`src/asc_pkg.sv`:
```
// constants and carrier types for the security and smart command block
// assumes a 32-bit ahb-lite register bus and 16-bit host data words
package asc_pkg;
   // -----------------------------------------------------------
   // command codes
   // -----------------------------------------------------------
   localparam logic [7:0] CMD_SET_PW = 8'hF1;
   localparam logic [7:0] CMD_UNLOCK = 8'hF2;
   localparam logic [7:0] CMD_PREP = 8'hF3;
   localparam logic [7:0] CMD_ERASE = 8'hF4;
   localparam logic [7:0] CMD_FREEZE = 8'hF5;
   localparam logic [7:0] CMD_DISABLE = 8'hF6;
   localparam logic [7:0] CMD_SMART = 8'hB0;
   localparam int SMART_N = 11;
   // smart subcommand codes, entry 0 is read attribute values
   localparam logic [SMART_N-1:0][7:0] SMART_CODE = {
      8'hDB, 8'hDA, 8'hD9, 8'hD8, 8'hD6, 8'hD5,
      8'hD4, 8'hD3, 8'hD2, 8'hD1, 8'hD0};
   // -----------------------------------------------------------
   // payload sector layout
   // -----------------------------------------------------------
   localparam logic [7:0] WORD_LAST = 8'hFF;
   localparam logic [7:0] PW_FIRST = 8'h01;
   localparam logic [7:0] PW_LAST = 8'h10;
   localparam int PW_WORDS = 16;
   localparam int IDENT_BIT = 0;
   // -----------------------------------------------------------
   // register map, byte addresses
   // -----------------------------------------------------------
   localparam logic [7:0] OFS_CMD = 8'h00;
   localparam logic [7:0] OFS_DATA = 8'h04;
   localparam logic [7:0] OFS_STATUS = 8'h08;
   localparam logic [7:0] OFS_CTRL = 8'h0C;
   localparam logic [7:0] OFS_PWLOAD = 8'h10;
   localparam logic [7:0] OFS_SMART = 8'h14;
   localparam int CTRL_LOCK_EN = 0;
   localparam int CTRL_LOCKED = 1;
   localparam int CTRL_EXPIRED = 2;
   localparam int PWL_MASTER = 20;
   localparam int PWL_IDX_LSB = 16;
   localparam logic [31:0] RD_ZERO = 32'h0000_0000;
   localparam logic [1:0] HRESP_OKAY = 2'h0;
   // -----------------------------------------------------------
   // types
   // -----------------------------------------------------------
   typedef struct packed {
      logic [7:0] feature;
      logic [7:0] code;
   } asc_cmd_t;
   typedef struct packed {
      logic [14:0] rsvd;
      logic [7:0] word_cnt;
      logic expired;
      logic locked;
      logic lock_en;
      logic armed;
      logic frozen;
      logic done;
      logic err;
      logic drq;
      logic busy;
   } asc_status_t;
   typedef enum logic [2:0] {
      ST_IDLE = 3'b001,
      ST_XFER = 3'b010,
      ST_EXEC = 3'b100
   } asc_state_t;
endpackage

```
`src/asc_core.sv`:
```
// security erase, freeze, disable and smart decode with ahb-lite regs
// assumes one ahb-lite master, word transfers, hard reset on a pin
`timescale 1ns/1ns
`default_nettype none
module asc_core (
   input wire logic i_ref_clk,
   input wire logic i_resetn,
   input wire logic i_hard_resetn,
   input wire logic i_hsel,
   input wire logic [31:0] i_haddr,
   input wire logic [1:0] i_htrans,
   input wire logic i_hwrite,
   input wire logic [2:0] i_hsize,
   input wire logic [31:0] i_hwdata,
   input wire logic i_hready,
   output logic o_hreadyout,
   output logic o_hresp,
   output logic [31:0] o_hrdata,
   output logic o_erase_pulse,
   output logic o_smart_go,
   output logic [10:0] o_smart_sel,
   output logic o_frozen
);
   // -----------------------------------------------------------
   // declarations
   // -----------------------------------------------------------
   asc_pkg::asc_state_t state_r;
   asc_pkg::asc_cmd_t cmd_in;
   asc_pkg::asc_status_t status;
   logic [7:0] addr_r;
   logic wr_r, pend_r;
   logic wr_cyc, rd_cyc, cmd_acc, data_acc;
   logic hrst_meta_r, hrst_sync_r;
   logic frozen_r, armed_r, lock_en_r, locked_r, expired_r;
   logic err_r, done_r, op_erase_r;
   logic [7:0] word_cnt_r;
   logic [7:0] smart_code_r;
   logic [10:0] smart_hit;
   logic user_eq, mast_eq, ident, sel_match;
   logic [15:0] st_user, st_mast;
   logic frz_cmd, go_xfer, abort_now;

   // -----------------------------------------------------------
   // ahb-lite slave, one wait state per transfer
   // -----------------------------------------------------------
   // the wait state lets read data come from a flop
   always_ff @(posedge i_ref_clk) begin
      if (!i_resetn) begin
         pend_r <= 1'b0;
         wr_r <= 1'b0;
         addr_r <= 8'h00;
         o_hreadyout <= 1'b1;
      end else if (pend_r) begin
         pend_r <= 1'b0;
         o_hreadyout <= 1'b1;
      end else if (i_hsel && i_htrans[1] && i_hready) begin
         pend_r <= 1'b1;
         wr_r <= i_hwrite;
         addr_r <= i_haddr[7:0];
         o_hreadyout <= 1'b0;
      end
   end

   // only okay responses; size is taken as a full word
   always_ff @(posedge i_ref_clk) begin
      if (!i_resetn) begin
         o_hresp <= 1'b0;
      end else begin
         o_hresp <= asc_pkg::HRESP_OKAY[0];
      end
   end

   assign wr_cyc = pend_r && wr_r;
   assign rd_cyc = pend_r && !wr_r;
   assign cmd_in = i_hwdata[15:0];
   // new commands only while idle; a write while busy is dropped
   assign cmd_acc = wr_cyc && addr_r == asc_pkg::OFS_CMD && state_r == asc_pkg::ST_IDLE;
   assign data_acc = wr_cyc && addr_r == asc_pkg::OFS_DATA && state_r == asc_pkg::ST_XFER;

   // status word gathered for reads
   always_comb begin
      status = '0;
      status.word_cnt = word_cnt_r;
      status.expired = expired_r;
      status.locked = locked_r;
      status.lock_en = lock_en_r;
      status.armed = armed_r;
      status.frozen = frozen_r;
      status.done = done_r;
      status.err = err_r;
      status.drq = state_r == asc_pkg::ST_XFER;
      status.busy = state_r != asc_pkg::ST_IDLE;
   end

   // read mux, unmapped offsets return zero
   always_ff @(posedge i_ref_clk) begin
      if (!i_resetn) begin
         o_hrdata <= asc_pkg::RD_ZERO;
      end else if (rd_cyc) begin
         if (addr_r == asc_pkg::OFS_STATUS) begin
            o_hrdata <= status;
         end else if (addr_r == asc_pkg::OFS_CTRL) begin
            o_hrdata <= {29'h0000_0000, expired_r, locked_r, lock_en_r};
         end else if (addr_r == asc_pkg::OFS_SMART) begin
            o_hrdata <= {24'h00_0000, smart_code_r};
         end else begin
            o_hrdata <= asc_pkg::RD_ZERO;
         end
      end
   end

   // -----------------------------------------------------------
   // hard reset pin synchroniser
   // -----------------------------------------------------------
   always_ff @(posedge i_ref_clk) begin
      if (!i_resetn) begin
         hrst_meta_r <= 1'b1;
         hrst_sync_r <= 1'b1;
      end else begin
         hrst_meta_r <= i_hard_resetn;
         hrst_sync_r <= hrst_meta_r;
      end
   end

   // -----------------------------------------------------------
   // command decode
   // -----------------------------------------------------------
   // commands that touch the lock functions are refused when frozen
   assign frz_cmd = cmd_in.code == asc_pkg::CMD_SET_PW || cmd_in.code == asc_pkg::CMD_UNLOCK
      || cmd_in.code == asc_pkg::CMD_DISABLE || cmd_in.code == asc_pkg::CMD_PREP
      || cmd_in.code == asc_pkg::CMD_ERASE;

   always_comb begin
      abort_now = 1'b0;
      go_xfer = 1'b0;
      if (frozen_r && frz_cmd) begin
         abort_now = 1'b1;
      end else if (cmd_in.code == asc_pkg::CMD_ERASE) begin
         abort_now = !armed_r || expired_r;
         go_xfer = armed_r && !expired_r;
      end else if (cmd_in.code == asc_pkg::CMD_UNLOCK) begin
         abort_now = expired_r;
      end else if (cmd_in.code == asc_pkg::CMD_DISABLE) begin
         abort_now = locked_r;
         go_xfer = !locked_r;
      end else if (cmd_in.code == asc_pkg::CMD_SMART) begin
         abort_now = smart_hit == 11'h000;
      end
   end

   // one comparator per smart subcommand code
   for (genvar g = 0; g < asc_pkg::SMART_N; g++) begin : g_smart
      assign smart_hit[g] = cmd_in.feature == asc_pkg::SMART_CODE[g];
   end

   // -----------------------------------------------------------
   // command state machine
   // -----------------------------------------------------------
   always_ff @(posedge i_ref_clk) begin
      if (!i_resetn) begin
         state_r <= asc_pkg::ST_IDLE;
      end else begin
         case (state_r)
            asc_pkg::ST_IDLE: begin
               if (cmd_acc && go_xfer) begin
                  state_r <= asc_pkg::ST_XFER;
               end
            end
            asc_pkg::ST_XFER: begin
               if (data_acc && word_cnt_r == asc_pkg::WORD_LAST) begin
                  state_r <= asc_pkg::ST_EXEC;
               end
            end
            asc_pkg::ST_EXEC: begin
               state_r <= asc_pkg::ST_IDLE;
            end
            default: begin
               state_r <= asc_pkg::ST_IDLE;
            end
         endcase
      end
   end

   // payload word counter, one sector of 256 words
   always_ff @(posedge i_ref_clk) begin
      if (!i_resetn || cmd_acc) begin
         word_cnt_r <= 8'h00;
      end else if (data_acc) begin
         word_cnt_r <= word_cnt_r + 8'h01;
      end
   end

   always_ff @(posedge i_ref_clk) begin
      if (!i_resetn) begin
         op_erase_r <= 1'b0;
      end else if (cmd_acc) begin
         op_erase_r <= cmd_in.code == asc_pkg::CMD_ERASE;
      end
   end

   // erase honours the identifier, disable accepts either password
   assign sel_match = ident ? mast_eq : user_eq;

   // completion and error flags, reloaded when the next command lands
   always_ff @(posedge i_ref_clk) begin
      if (!i_resetn) begin
         err_r <= 1'b0;
         done_r <= 1'b0;
      end else if (cmd_acc) begin
         err_r <= abort_now;
         done_r <= !go_xfer || abort_now;
      end else if (state_r == asc_pkg::ST_EXEC) begin
         done_r <= 1'b1;
         err_r <= op_erase_r ? !sel_match : !(user_eq || mast_eq);
      end
   end

   // -----------------------------------------------------------
   // security state flags
   // -----------------------------------------------------------
   // frozen survives everything but power-on and hard reset
   always_ff @(posedge i_ref_clk) begin
      if (!i_resetn || !hrst_sync_r) begin
         frozen_r <= 1'b0;
      end else if (cmd_acc && cmd_in.code == asc_pkg::CMD_FREEZE) begin
         frozen_r <= 1'b1;
      end
   end

   // armed only by a prepare that was not refused
   always_ff @(posedge i_ref_clk) begin
      if (!i_resetn) begin
         armed_r <= 1'b0;
      end else if (cmd_acc) begin
         armed_r <= cmd_in.code == asc_pkg::CMD_PREP && !abort_now;
      end
   end

   // expiry is reported by firmware, held until a reset
   always_ff @(posedge i_ref_clk) begin
      if (!i_resetn || !hrst_sync_r) begin
         expired_r <= 1'b0;
      end else if (wr_cyc && addr_r == asc_pkg::OFS_CTRL && i_hwdata[asc_pkg::CTRL_EXPIRED]) begin
         expired_r <= 1'b1;
      end
   end

   // lock flags: software set wins over a same-cycle hardware clear
   always_ff @(posedge i_ref_clk) begin
      if (!i_resetn) begin
         lock_en_r <= 1'b0;
         locked_r <= 1'b0;
      end else if (wr_cyc && addr_r == asc_pkg::OFS_CTRL) begin
         lock_en_r <= i_hwdata[asc_pkg::CTRL_LOCK_EN];
         locked_r <= i_hwdata[asc_pkg::CTRL_LOCKED];
      end else if (state_r == asc_pkg::ST_EXEC) begin
         if (op_erase_r && sel_match) begin
            lock_en_r <= 1'b0;
            locked_r <= 1'b0;
         end else if (!op_erase_r && (user_eq || mast_eq)) begin
            lock_en_r <= 1'b0;
         end
      end
   end

   // -----------------------------------------------------------
   // outputs
   // -----------------------------------------------------------
   always_ff @(posedge i_ref_clk) begin
      if (!i_resetn) begin
         o_erase_pulse <= 1'b0;
      end else begin
         o_erase_pulse <= state_r == asc_pkg::ST_EXEC && op_erase_r && sel_match;
      end
   end

   // subcommand latched from the feature byte at issue time
   always_ff @(posedge i_ref_clk) begin
      if (!i_resetn) begin
         o_smart_go <= 1'b0;
         o_smart_sel <= 11'h000;
         smart_code_r <= 8'h00;
      end else begin
         o_smart_go <= 1'b0;
         if (cmd_acc && cmd_in.code == asc_pkg::CMD_SMART && smart_hit != 11'h000) begin
            o_smart_go <= 1'b1;
            o_smart_sel <= smart_hit;
            smart_code_r <= cmd_in.feature;
         end
      end
   end

   always_ff @(posedge i_ref_clk) begin
      if (!i_resetn) begin
         o_frozen <= 1'b0;
      end else begin
         o_frozen <= frozen_r;
      end
   end

   // -----------------------------------------------------------
   // password store and comparator
   // -----------------------------------------------------------
   // master store is written only by the load register
   asc_pwstore u_store (
      .i_ref_clk(i_ref_clk),
      .i_resetn(i_resetn),
      .i_wr(wr_cyc && addr_r == asc_pkg::OFS_PWLOAD),
      .i_master(i_hwdata[asc_pkg::PWL_MASTER]),
      .i_widx(i_hwdata[asc_pkg::PWL_IDX_LSB +: 4]),
      .i_wdata(i_hwdata[15:0]),
      .i_ridx(word_cnt_r[3:0] - 4'h1),
      .o_user(st_user),
      .o_master(st_mast)
   );

   asc_pwcmp u_cmp (
      .i_ref_clk(i_ref_clk),
      .i_resetn(i_resetn),
      .i_clear(cmd_acc),
      .i_valid(data_acc),
      .i_idx(word_cnt_r),
      .i_data(i_hwdata[15:0]),
      .i_user(st_user),
      .i_master(st_mast),
      .o_user_eq(user_eq),
      .o_mast_eq(mast_eq),
      .o_ident(ident)
   );
endmodule // asc_core
`default_nettype wire

```
`src/asc_pwcmp.sv`:
```
// running comparison of a received payload against stored passwords
// assumes words arrive in order 0..255 with their index
`timescale 1ns/1ns
`default_nettype none
module asc_pwcmp (
   input wire logic i_ref_clk,
   input wire logic i_resetn,
   input wire logic i_clear,
   input wire logic i_valid,
   input wire logic [7:0] i_idx,
   input wire logic [15:0] i_data,
   input wire logic [15:0] i_user,
   input wire logic [15:0] i_master,
   output logic o_user_eq,
   output logic o_mast_eq,
   output logic o_ident
);
   logic in_pw;

   // words 1..16 carry the password, the rest but word 0 are ignored
   assign in_pw = i_idx >= asc_pkg::PW_FIRST && i_idx <= asc_pkg::PW_LAST;

   // -----------------------------------------------------------
   // match flags start true and drop on any differing word
   // -----------------------------------------------------------
   always_ff @(posedge i_ref_clk) begin
      if (!i_resetn || i_clear) begin
         o_user_eq <= 1'b1;
         o_mast_eq <= 1'b1;
      end else if (i_valid && in_pw) begin
         o_user_eq <= o_user_eq && (i_data == i_user);
         o_mast_eq <= o_mast_eq && (i_data == i_master);
      end
   end

   // identifier: bit 0 of the control word, reserved bits unused
   always_ff @(posedge i_ref_clk) begin
      if (!i_resetn || i_clear) begin
         o_ident <= 1'b0;
      end else if (i_valid && i_idx == 8'h00) begin
         o_ident <= i_data[asc_pkg::IDENT_BIT];
      end
   end
endmodule // asc_pwcmp
`default_nettype wire

```
`src/asc_pwstore.sv`:
```
// stored user and master passwords, sixteen words each
// assumes writes come from the register slave on the same clock
`timescale 1ns/1ns
`default_nettype none
module asc_pwstore (
   input wire logic i_ref_clk,
   input wire logic i_resetn,
   input wire logic i_wr,
   input wire logic i_master,
   input wire logic [3:0] i_widx,
   input wire logic [15:0] i_wdata,
   input wire logic [3:0] i_ridx,
   output logic [15:0] o_user,
   output logic [15:0] o_master
);
   logic [15:0] user_mem [asc_pkg::PW_WORDS];
   logic [15:0] mast_mem [asc_pkg::PW_WORDS];

   // -----------------------------------------------------------
   // storage, one entry per word
   // -----------------------------------------------------------
   // only the load port writes here: erase and disable keep master
   for (genvar g = 0; g < asc_pkg::PW_WORDS; g++) begin : g_word
      always_ff @(posedge i_ref_clk) begin
         if (!i_resetn) begin
            user_mem[g] <= 16'h0000;
            mast_mem[g] <= 16'h0000;
         end else if (i_wr && i_widx == 4'(g)) begin
            if (i_master) begin
               mast_mem[g] <= i_wdata;
            end else begin
               user_mem[g] <= i_wdata;
            end
         end
      end
   end

   // read ports follow the payload word index
   assign o_user = user_mem[i_ridx];
   assign o_master = mast_mem[i_ridx];
endmodule // asc_pwstore
`default_nettype wire

```
`config.mk`:
```
export PLATFORM = sky130hd
export DESIGN_NAME = asc_core
export DESIGN_NICKNAME = d
export VERILOG_FILES = /design/src/asc_pkg.sv /design/src/asc_core.sv /design/src/asc_pwcmp.sv /design/src/asc_pwstore.sv
export SDC_FILE = /design/constraint.sdc
export NUM_CORES = 1
export LEC_CHECK = 0
export BUFFER_PORTS_ARGS = -buffer_cell sky130_fd_sc_hd__buf_2
export CAP_MARGIN = 20
export CELL_PAD_IN_SITES_DETAIL_PLACEMENT = 0
export CELL_PAD_IN_SITES_GLOBAL_PLACEMENT = 1
export CORE_ASPECT_RATIO = 1.75
export CORE_UTILIZATION = 56
export DETAILED_ROUTE_END_ITERATION = 8
export PLACE_DENSITY = 0.86
export SLEW_MARGIN = 20
export SYNTH_ARGS = -nofsm -noshare
export SYNTH_HDL_FRONTEND = slang
export SYNTH_SLANG_ARGS = --single-unit
export TNS_END_PERCENT = 5
```
`constraint.sdc`:
```
create_clock -name i_ref_clk -period 5.65 [get_ports i_ref_clk]
set_clock_uncertainty 0.1 [all_clocks]
set_input_delay 1.13 -clock i_ref_clk [delete_from_list [all_inputs] [get_ports i_ref_clk]]
set_output_delay 1.13 -clock i_ref_clk [all_outputs]
set_load 0.02 [all_outputs]
```
Yosys cells after proc, flatten, opt, wreduce, memory -nomap -nowiden
Memories as Yosys holds them, arrays and structs flattened. Cells that the tools add are included.

Flip-flop bits (word level): 89. Bits in writable memories: 512. Output and inout port bits: 48. Word-level logic and storage cells: 351. Memories: 2.

Add/sub/neg operators: 2. Magnitude comparators: 2. Eq/ne operators: 47. Muxes and demuxes: 161. Bitwise operators: 34. Reduce and logical (&&, ||, !) cells: 78.

Memory list: u_store.mast_mem (depth 16, bits a word 16, rd ports 1, clocked after Yosys merged registers in 0, wr ports 16, RTL line asc_pwstore.sv:17) `logic [15:0] mast_mem [asc_pkg::PW_WORDS];`; u_store.user_mem (depth 16, bits a word 16, rd ports 1, clocked after Yosys merged registers in 0, wr ports 16, RTL line asc_pwstore.sv:16) `logic [15:0] user_mem [asc_pkg::PW_WORDS];`.

Operators with widths (number): $mux 16 (32); $eq 8x8->1 const B (19); $mux 1 (123); $logic_and 1x1->1 (44); $eq 16x16->1 (2); $eq 4x4->1 const B (8); $or 1x1->1 (32); $mux 17 (1); $eq 4x3->1 const B (4); $eq 8x4->1 const B (2); $eq 8x5->1 const B (2); $logic_not 8->1 (2); $mux 8 (2); $logic_not 1->1 (11); $logic_not 11->1 (1); $reduce_bool 11->1 (1); $logic_or 1x1->1 (9); $add 8x1->8 const B (1); $eq 4x2->1 const B (2); $eq 8x3->1 const B (1); $ge 8x1->1 const B (1); $le 8x5->1 const B (1); $reduce_and 2->1 (4); $mux 3 (2); other kinds (13) (17).

Depth between registers and ports, before layout
Word-level depth: 10. Mapped depth: 14. Depth with buffers taken out: 9.

Cells and area by module
From an unflattened synthesis, not the netlist that was laid out.

Cell total of the unflattened synthesis: 1918. Area total of the unflattened synthesis: 25658.4 µm².

By module, submodules not included: asc_pwstore (times used 1, cells an instance 1483, area each 21824.7 µm², sequential area each 15374.7 µm²); asc_core (times used 1, cells an instance 380, area each 3337.0 µm², sequential area each 1421.4 µm²); asc_pwcmp (times used 1, cells an instance 55, area each 496.7 µm², sequential area each 60.1 µm²).

Worst setup path before layout
Ideal clock, no wire load.

Kind: input-to-reg. From: input i_hwdata[16]. To: memory u_store.mast_mem[12][0] (enable). Arrival time: 3.008 ns. Required time: 5.139 ns. Path slack: 2.131 ns. Stages on the path: 4. Buffers on the path: 2. Path through: or3_1 > buf_2 > buf_2 > o21ai_0.

RTL lines: start: declaration (RTL line asc_core.sv:14) `input wire logic [31:0] i_hwdata,`; end: declaration (RTL line asc_pwstore.sv:17).

Worst setup path after layout
From: register word_cnt_r[0]. To: register u_cmp.o_user_eq.

Cells in the longest elaborated chain, start to end: 4. Elaborated cells between the ends (all ways): 8.

RTL lines: start: declaration (RTL line asc_core.sv:36) `logic [7:0] word_cnt_r;`; start signal: assignment (RTL line asc_core.sv:189) `word_cnt_r <= word_cnt_r + 8'h01;`; $sub 4x1->4 (RTL line asc_core.sv:312) `.i_ridx(word_cnt_r[3:0] - 4'h1),`; $mem_v2 16x16; $eq 16x16->1 (RTL line asc_pwcmp.sv:31) `o_user_eq <= o_user_eq && (i_data == i_user);`; $logic_and 1x1->1 (RTL line asc_pwcmp.sv:31); end signal: assignment (RTL line asc_pwcmp.sv:31); end: declaration (RTL line asc_pwcmp.sv:14) `output logic o_user_eq,`.

Parallel ways exist; a longest one is shown, timed or not. A chain may end at the register's enable or synchronous reset.

==> out/qor.txt <==
Status - finished, final reports clean
Crit-path max FO - 106
Avg Synthesized Cell Area - 14.0 sq um
Worst setup SP type - flip-flop
Hold buffer count at cts - 0
Longest Clk Path Bufs - 3
GPL Wtd Cong - 0.812
Yosys top cell by area - edfxtp_1
Path depth of the worst reg2reg path - 9
Worst EP arrival - 4.28 ns
Yosys warning count - 0
Hold Crit Class - flip-flop to flip-flop
Rows - 106
WL final - 65,200 um
Yosys cell types - 47
Worst Tran Pin Value - 1.12 ns
Drt via density - 5.99
Antenna diode count - 0
Worst r2r dst - u_cmp.o_user_eq
Number of post-CTS setup repair buffers - 0
# setup viols final - 0
Starting density of the core - 56.6%
Post-route cell area - 29,500 sq um
Via count - 15.4k
Core Util, Final - 61.8%
Nets - 2,016
I/O pin count - 123
Slew margin rel. - 25.0%
Clk root buf - clkbuf_16
Post-Place Worst Slack - 1.77 ns
CTS buffer count - 51
Dpl cells - 2,476
Placed instance area - 27,800 sq um
Hold depth - 1
Worst EP required - 6.06 ns
Non-filler cells, final - 2,572
PostCTS Resize Cnt - 0
Area growth syn-to-layout - 9.19%
Clock slew at reported path FFs - 0.06 ns
Vias in the first global route - 16.1k
Sequential area share after synthesis - 62.4%
Max VDD drop - 196 uV
DR pass1 iterations - 7
Worst hold endpoint - hrst_sync_r
Static leakage - 10.9 nW
CP Capture Type - flip-flop
RSZ-0062 raised after global routing - false
# port buffers - 67
Setup tns final - 0 ns
Core Area - 47,700 sq um
Fillers - 3,567
Hpwl dp - 39,300 um
Overall power - 8.69 mW
FF-to-FF setup slack - 1.78 ns
EDFF count, synth - 512
Final hold violation count - 0
Die width - 168 um
Die Ht - 293 um
GRT Util Overall - 27.2%
Hold path startpoint - hrst_meta_r
Largest net degree at the start of global routing - 107
Most used flip-flop cell after synthesis - edfxtp_1
GRT overflow - 0
# clock sinks - 586
Power Density - 294 nW/um^2
Layout cells sized above 1 - 17.2%
Worst skew pair latency - 0.59 ns
Asr flop ratio synth - 0%
Global-route wire length before repair - 97,300 um
DRC - 0
Minimum clock period - 3.87 ns
CTS H-tree depth - 2
Crit share post-route - 68.6%
Initial DRC Count - 1,195
Hold_ws - 0.330 ns
Top cell type's share of synthesized area - 56.9%
Synth top area cells - edfxtp_1 (57%), and2_1 (12%), mux4_2 (11%)
Max-slew violations - 0
DIE AREA - 49,200 sq um
Fmax - 258 MHz
Mapped Area - 27,000 sq um
TritonCTS clock tree - done
Cells after Synth - 1,927
Setup slack after layout - 1.78 ns
Reg2Reg Launch Point - word_cnt_r[0]
Final ANT Viol Nets - 0
Per-cell routed wire length - 25.4 um
Setup CP Type - flip-flop to flip-flop
Max_cap viols - 0
Yosys reg bits - 586
Antenna violations before repair - 0
final cells by class:
type                    count  area (sq um)  area share [%]
flip-flops and latches    586         16900            57.1
multi-input cells        1172          9470            32.1
clock buffers              68          1370            4.65
repair buffers            122           806            2.73
well taps                 594           743            2.52
clock inverters            25           248           0.839
inverters                   5          18.8          0.0636
worst max-delay path by stage:
stage,startpoint,end,cells past startpoint
floorplan,i_hwdata[16],u_store.mast_mem[12][0],4
global placement,word_cnt_r[0],u_cmp.o_user_eq,9
detailed placement,word_cnt_r[0],u_cmp.o_user_eq,9
CTS,word_cnt_r[0],u_cmp.o_user_eq,9
global route,word_cnt_r[0],u_cmp.o_user_eq,9
finish,word_cnt_r[0],u_cmp.o_user_eq,9
cell families (layout without fill, tap and decap cells):
kind of cell | Yosys count | in the layout | share of synthesized area [%]
AOI/OAI and AO/OA | 106 | 106 | 2.16
xor gates and xnor gates | 39 | 39 | 1.32
adders and majority gates | 3 | 3 | 0.139
buffers and inverters | 184 | 220 | 3.04
DFF | 586 | 586 | 62.4
muxes | 227 | 227 | 14.3
other | 1 | 16 | 0.0139
and+or+nand+nor | 781 | 781 | 16.7
flip-flops by register name (all words and copies together) (netlist names), 3 cells and up:
signal / flops
u_store.mast_mem: 256
u_store.user_mem: 256
o_hrdata: 17
o_smart_sel: 11
addr_r: 8
smart_code_r: 8
word_cnt_r: 8
state_r: 3
power by group:
part	switching [mW]	internal [mW]
registers	0.0384	4.82
clock network	1.56	1.90
logic	0.275	0.105
cell usage after synthesis, types with 8 or more instances:
cell,n
o21ai_0,42
nor3_1,16
buf_4,18
nand2b_1,12
mux2i_1,99
nor2_1,70
a21oi_1,48
buf_2,20
nand2_1,83
xor2_1,36
mux4_2,128
or3_1,9
nor4_1,15
clkbuf_1,134
dfxtp_1,74
and2_1,517
nand3_1,24
edfxtp_1,512
a221oi_1,8
nand4_1,10
critical path, stage by stage, from the launching register on:
cell and delay [ns]:
dfxtp_4 0.36, buf_12 0.63, buf_4 0.62, mux4_2 0.60, mux2i_1 0.32, mux2i_1 0.16, xor2_1 0.18, nor4_1 0.39
nand4_1 0.17, a21oi_1 0.16
layout by cell type (no fill, tap or decap), types with 12 or more instances in the layout:
cell type	synthesis	routed
nand2_1	83	83
nand3_1	24	24
and2_1	517	517
a21oi_1	48	48
nand2b_1	12	12
dfxtp_1	74	73
xor2_1	36	36
nor3_1	16	16
clkbuf_1	134	15
nor2_1	70	61
buf_2	20	67
nor4_1	15	15
o21ai_1	0	32
edfxtp_1	512	512
clkbuf_16	0	52
buf_4	18	51
mux2i_1	99	99
conb_1	1	16
mux4_2	128	128
layer usage:
metal / global-route usage, % / wire (um) / up-vias
li1: - / - / 6954
met1: 30.9 / 23200 / 7752
met2: 48.6 / 34600 / 535
met3: 2.61 / 3030 / 171
met4: 18.5 / 4440 / 0
met5: 0 / 0 / -
Power figures use the tool's default switching activity.
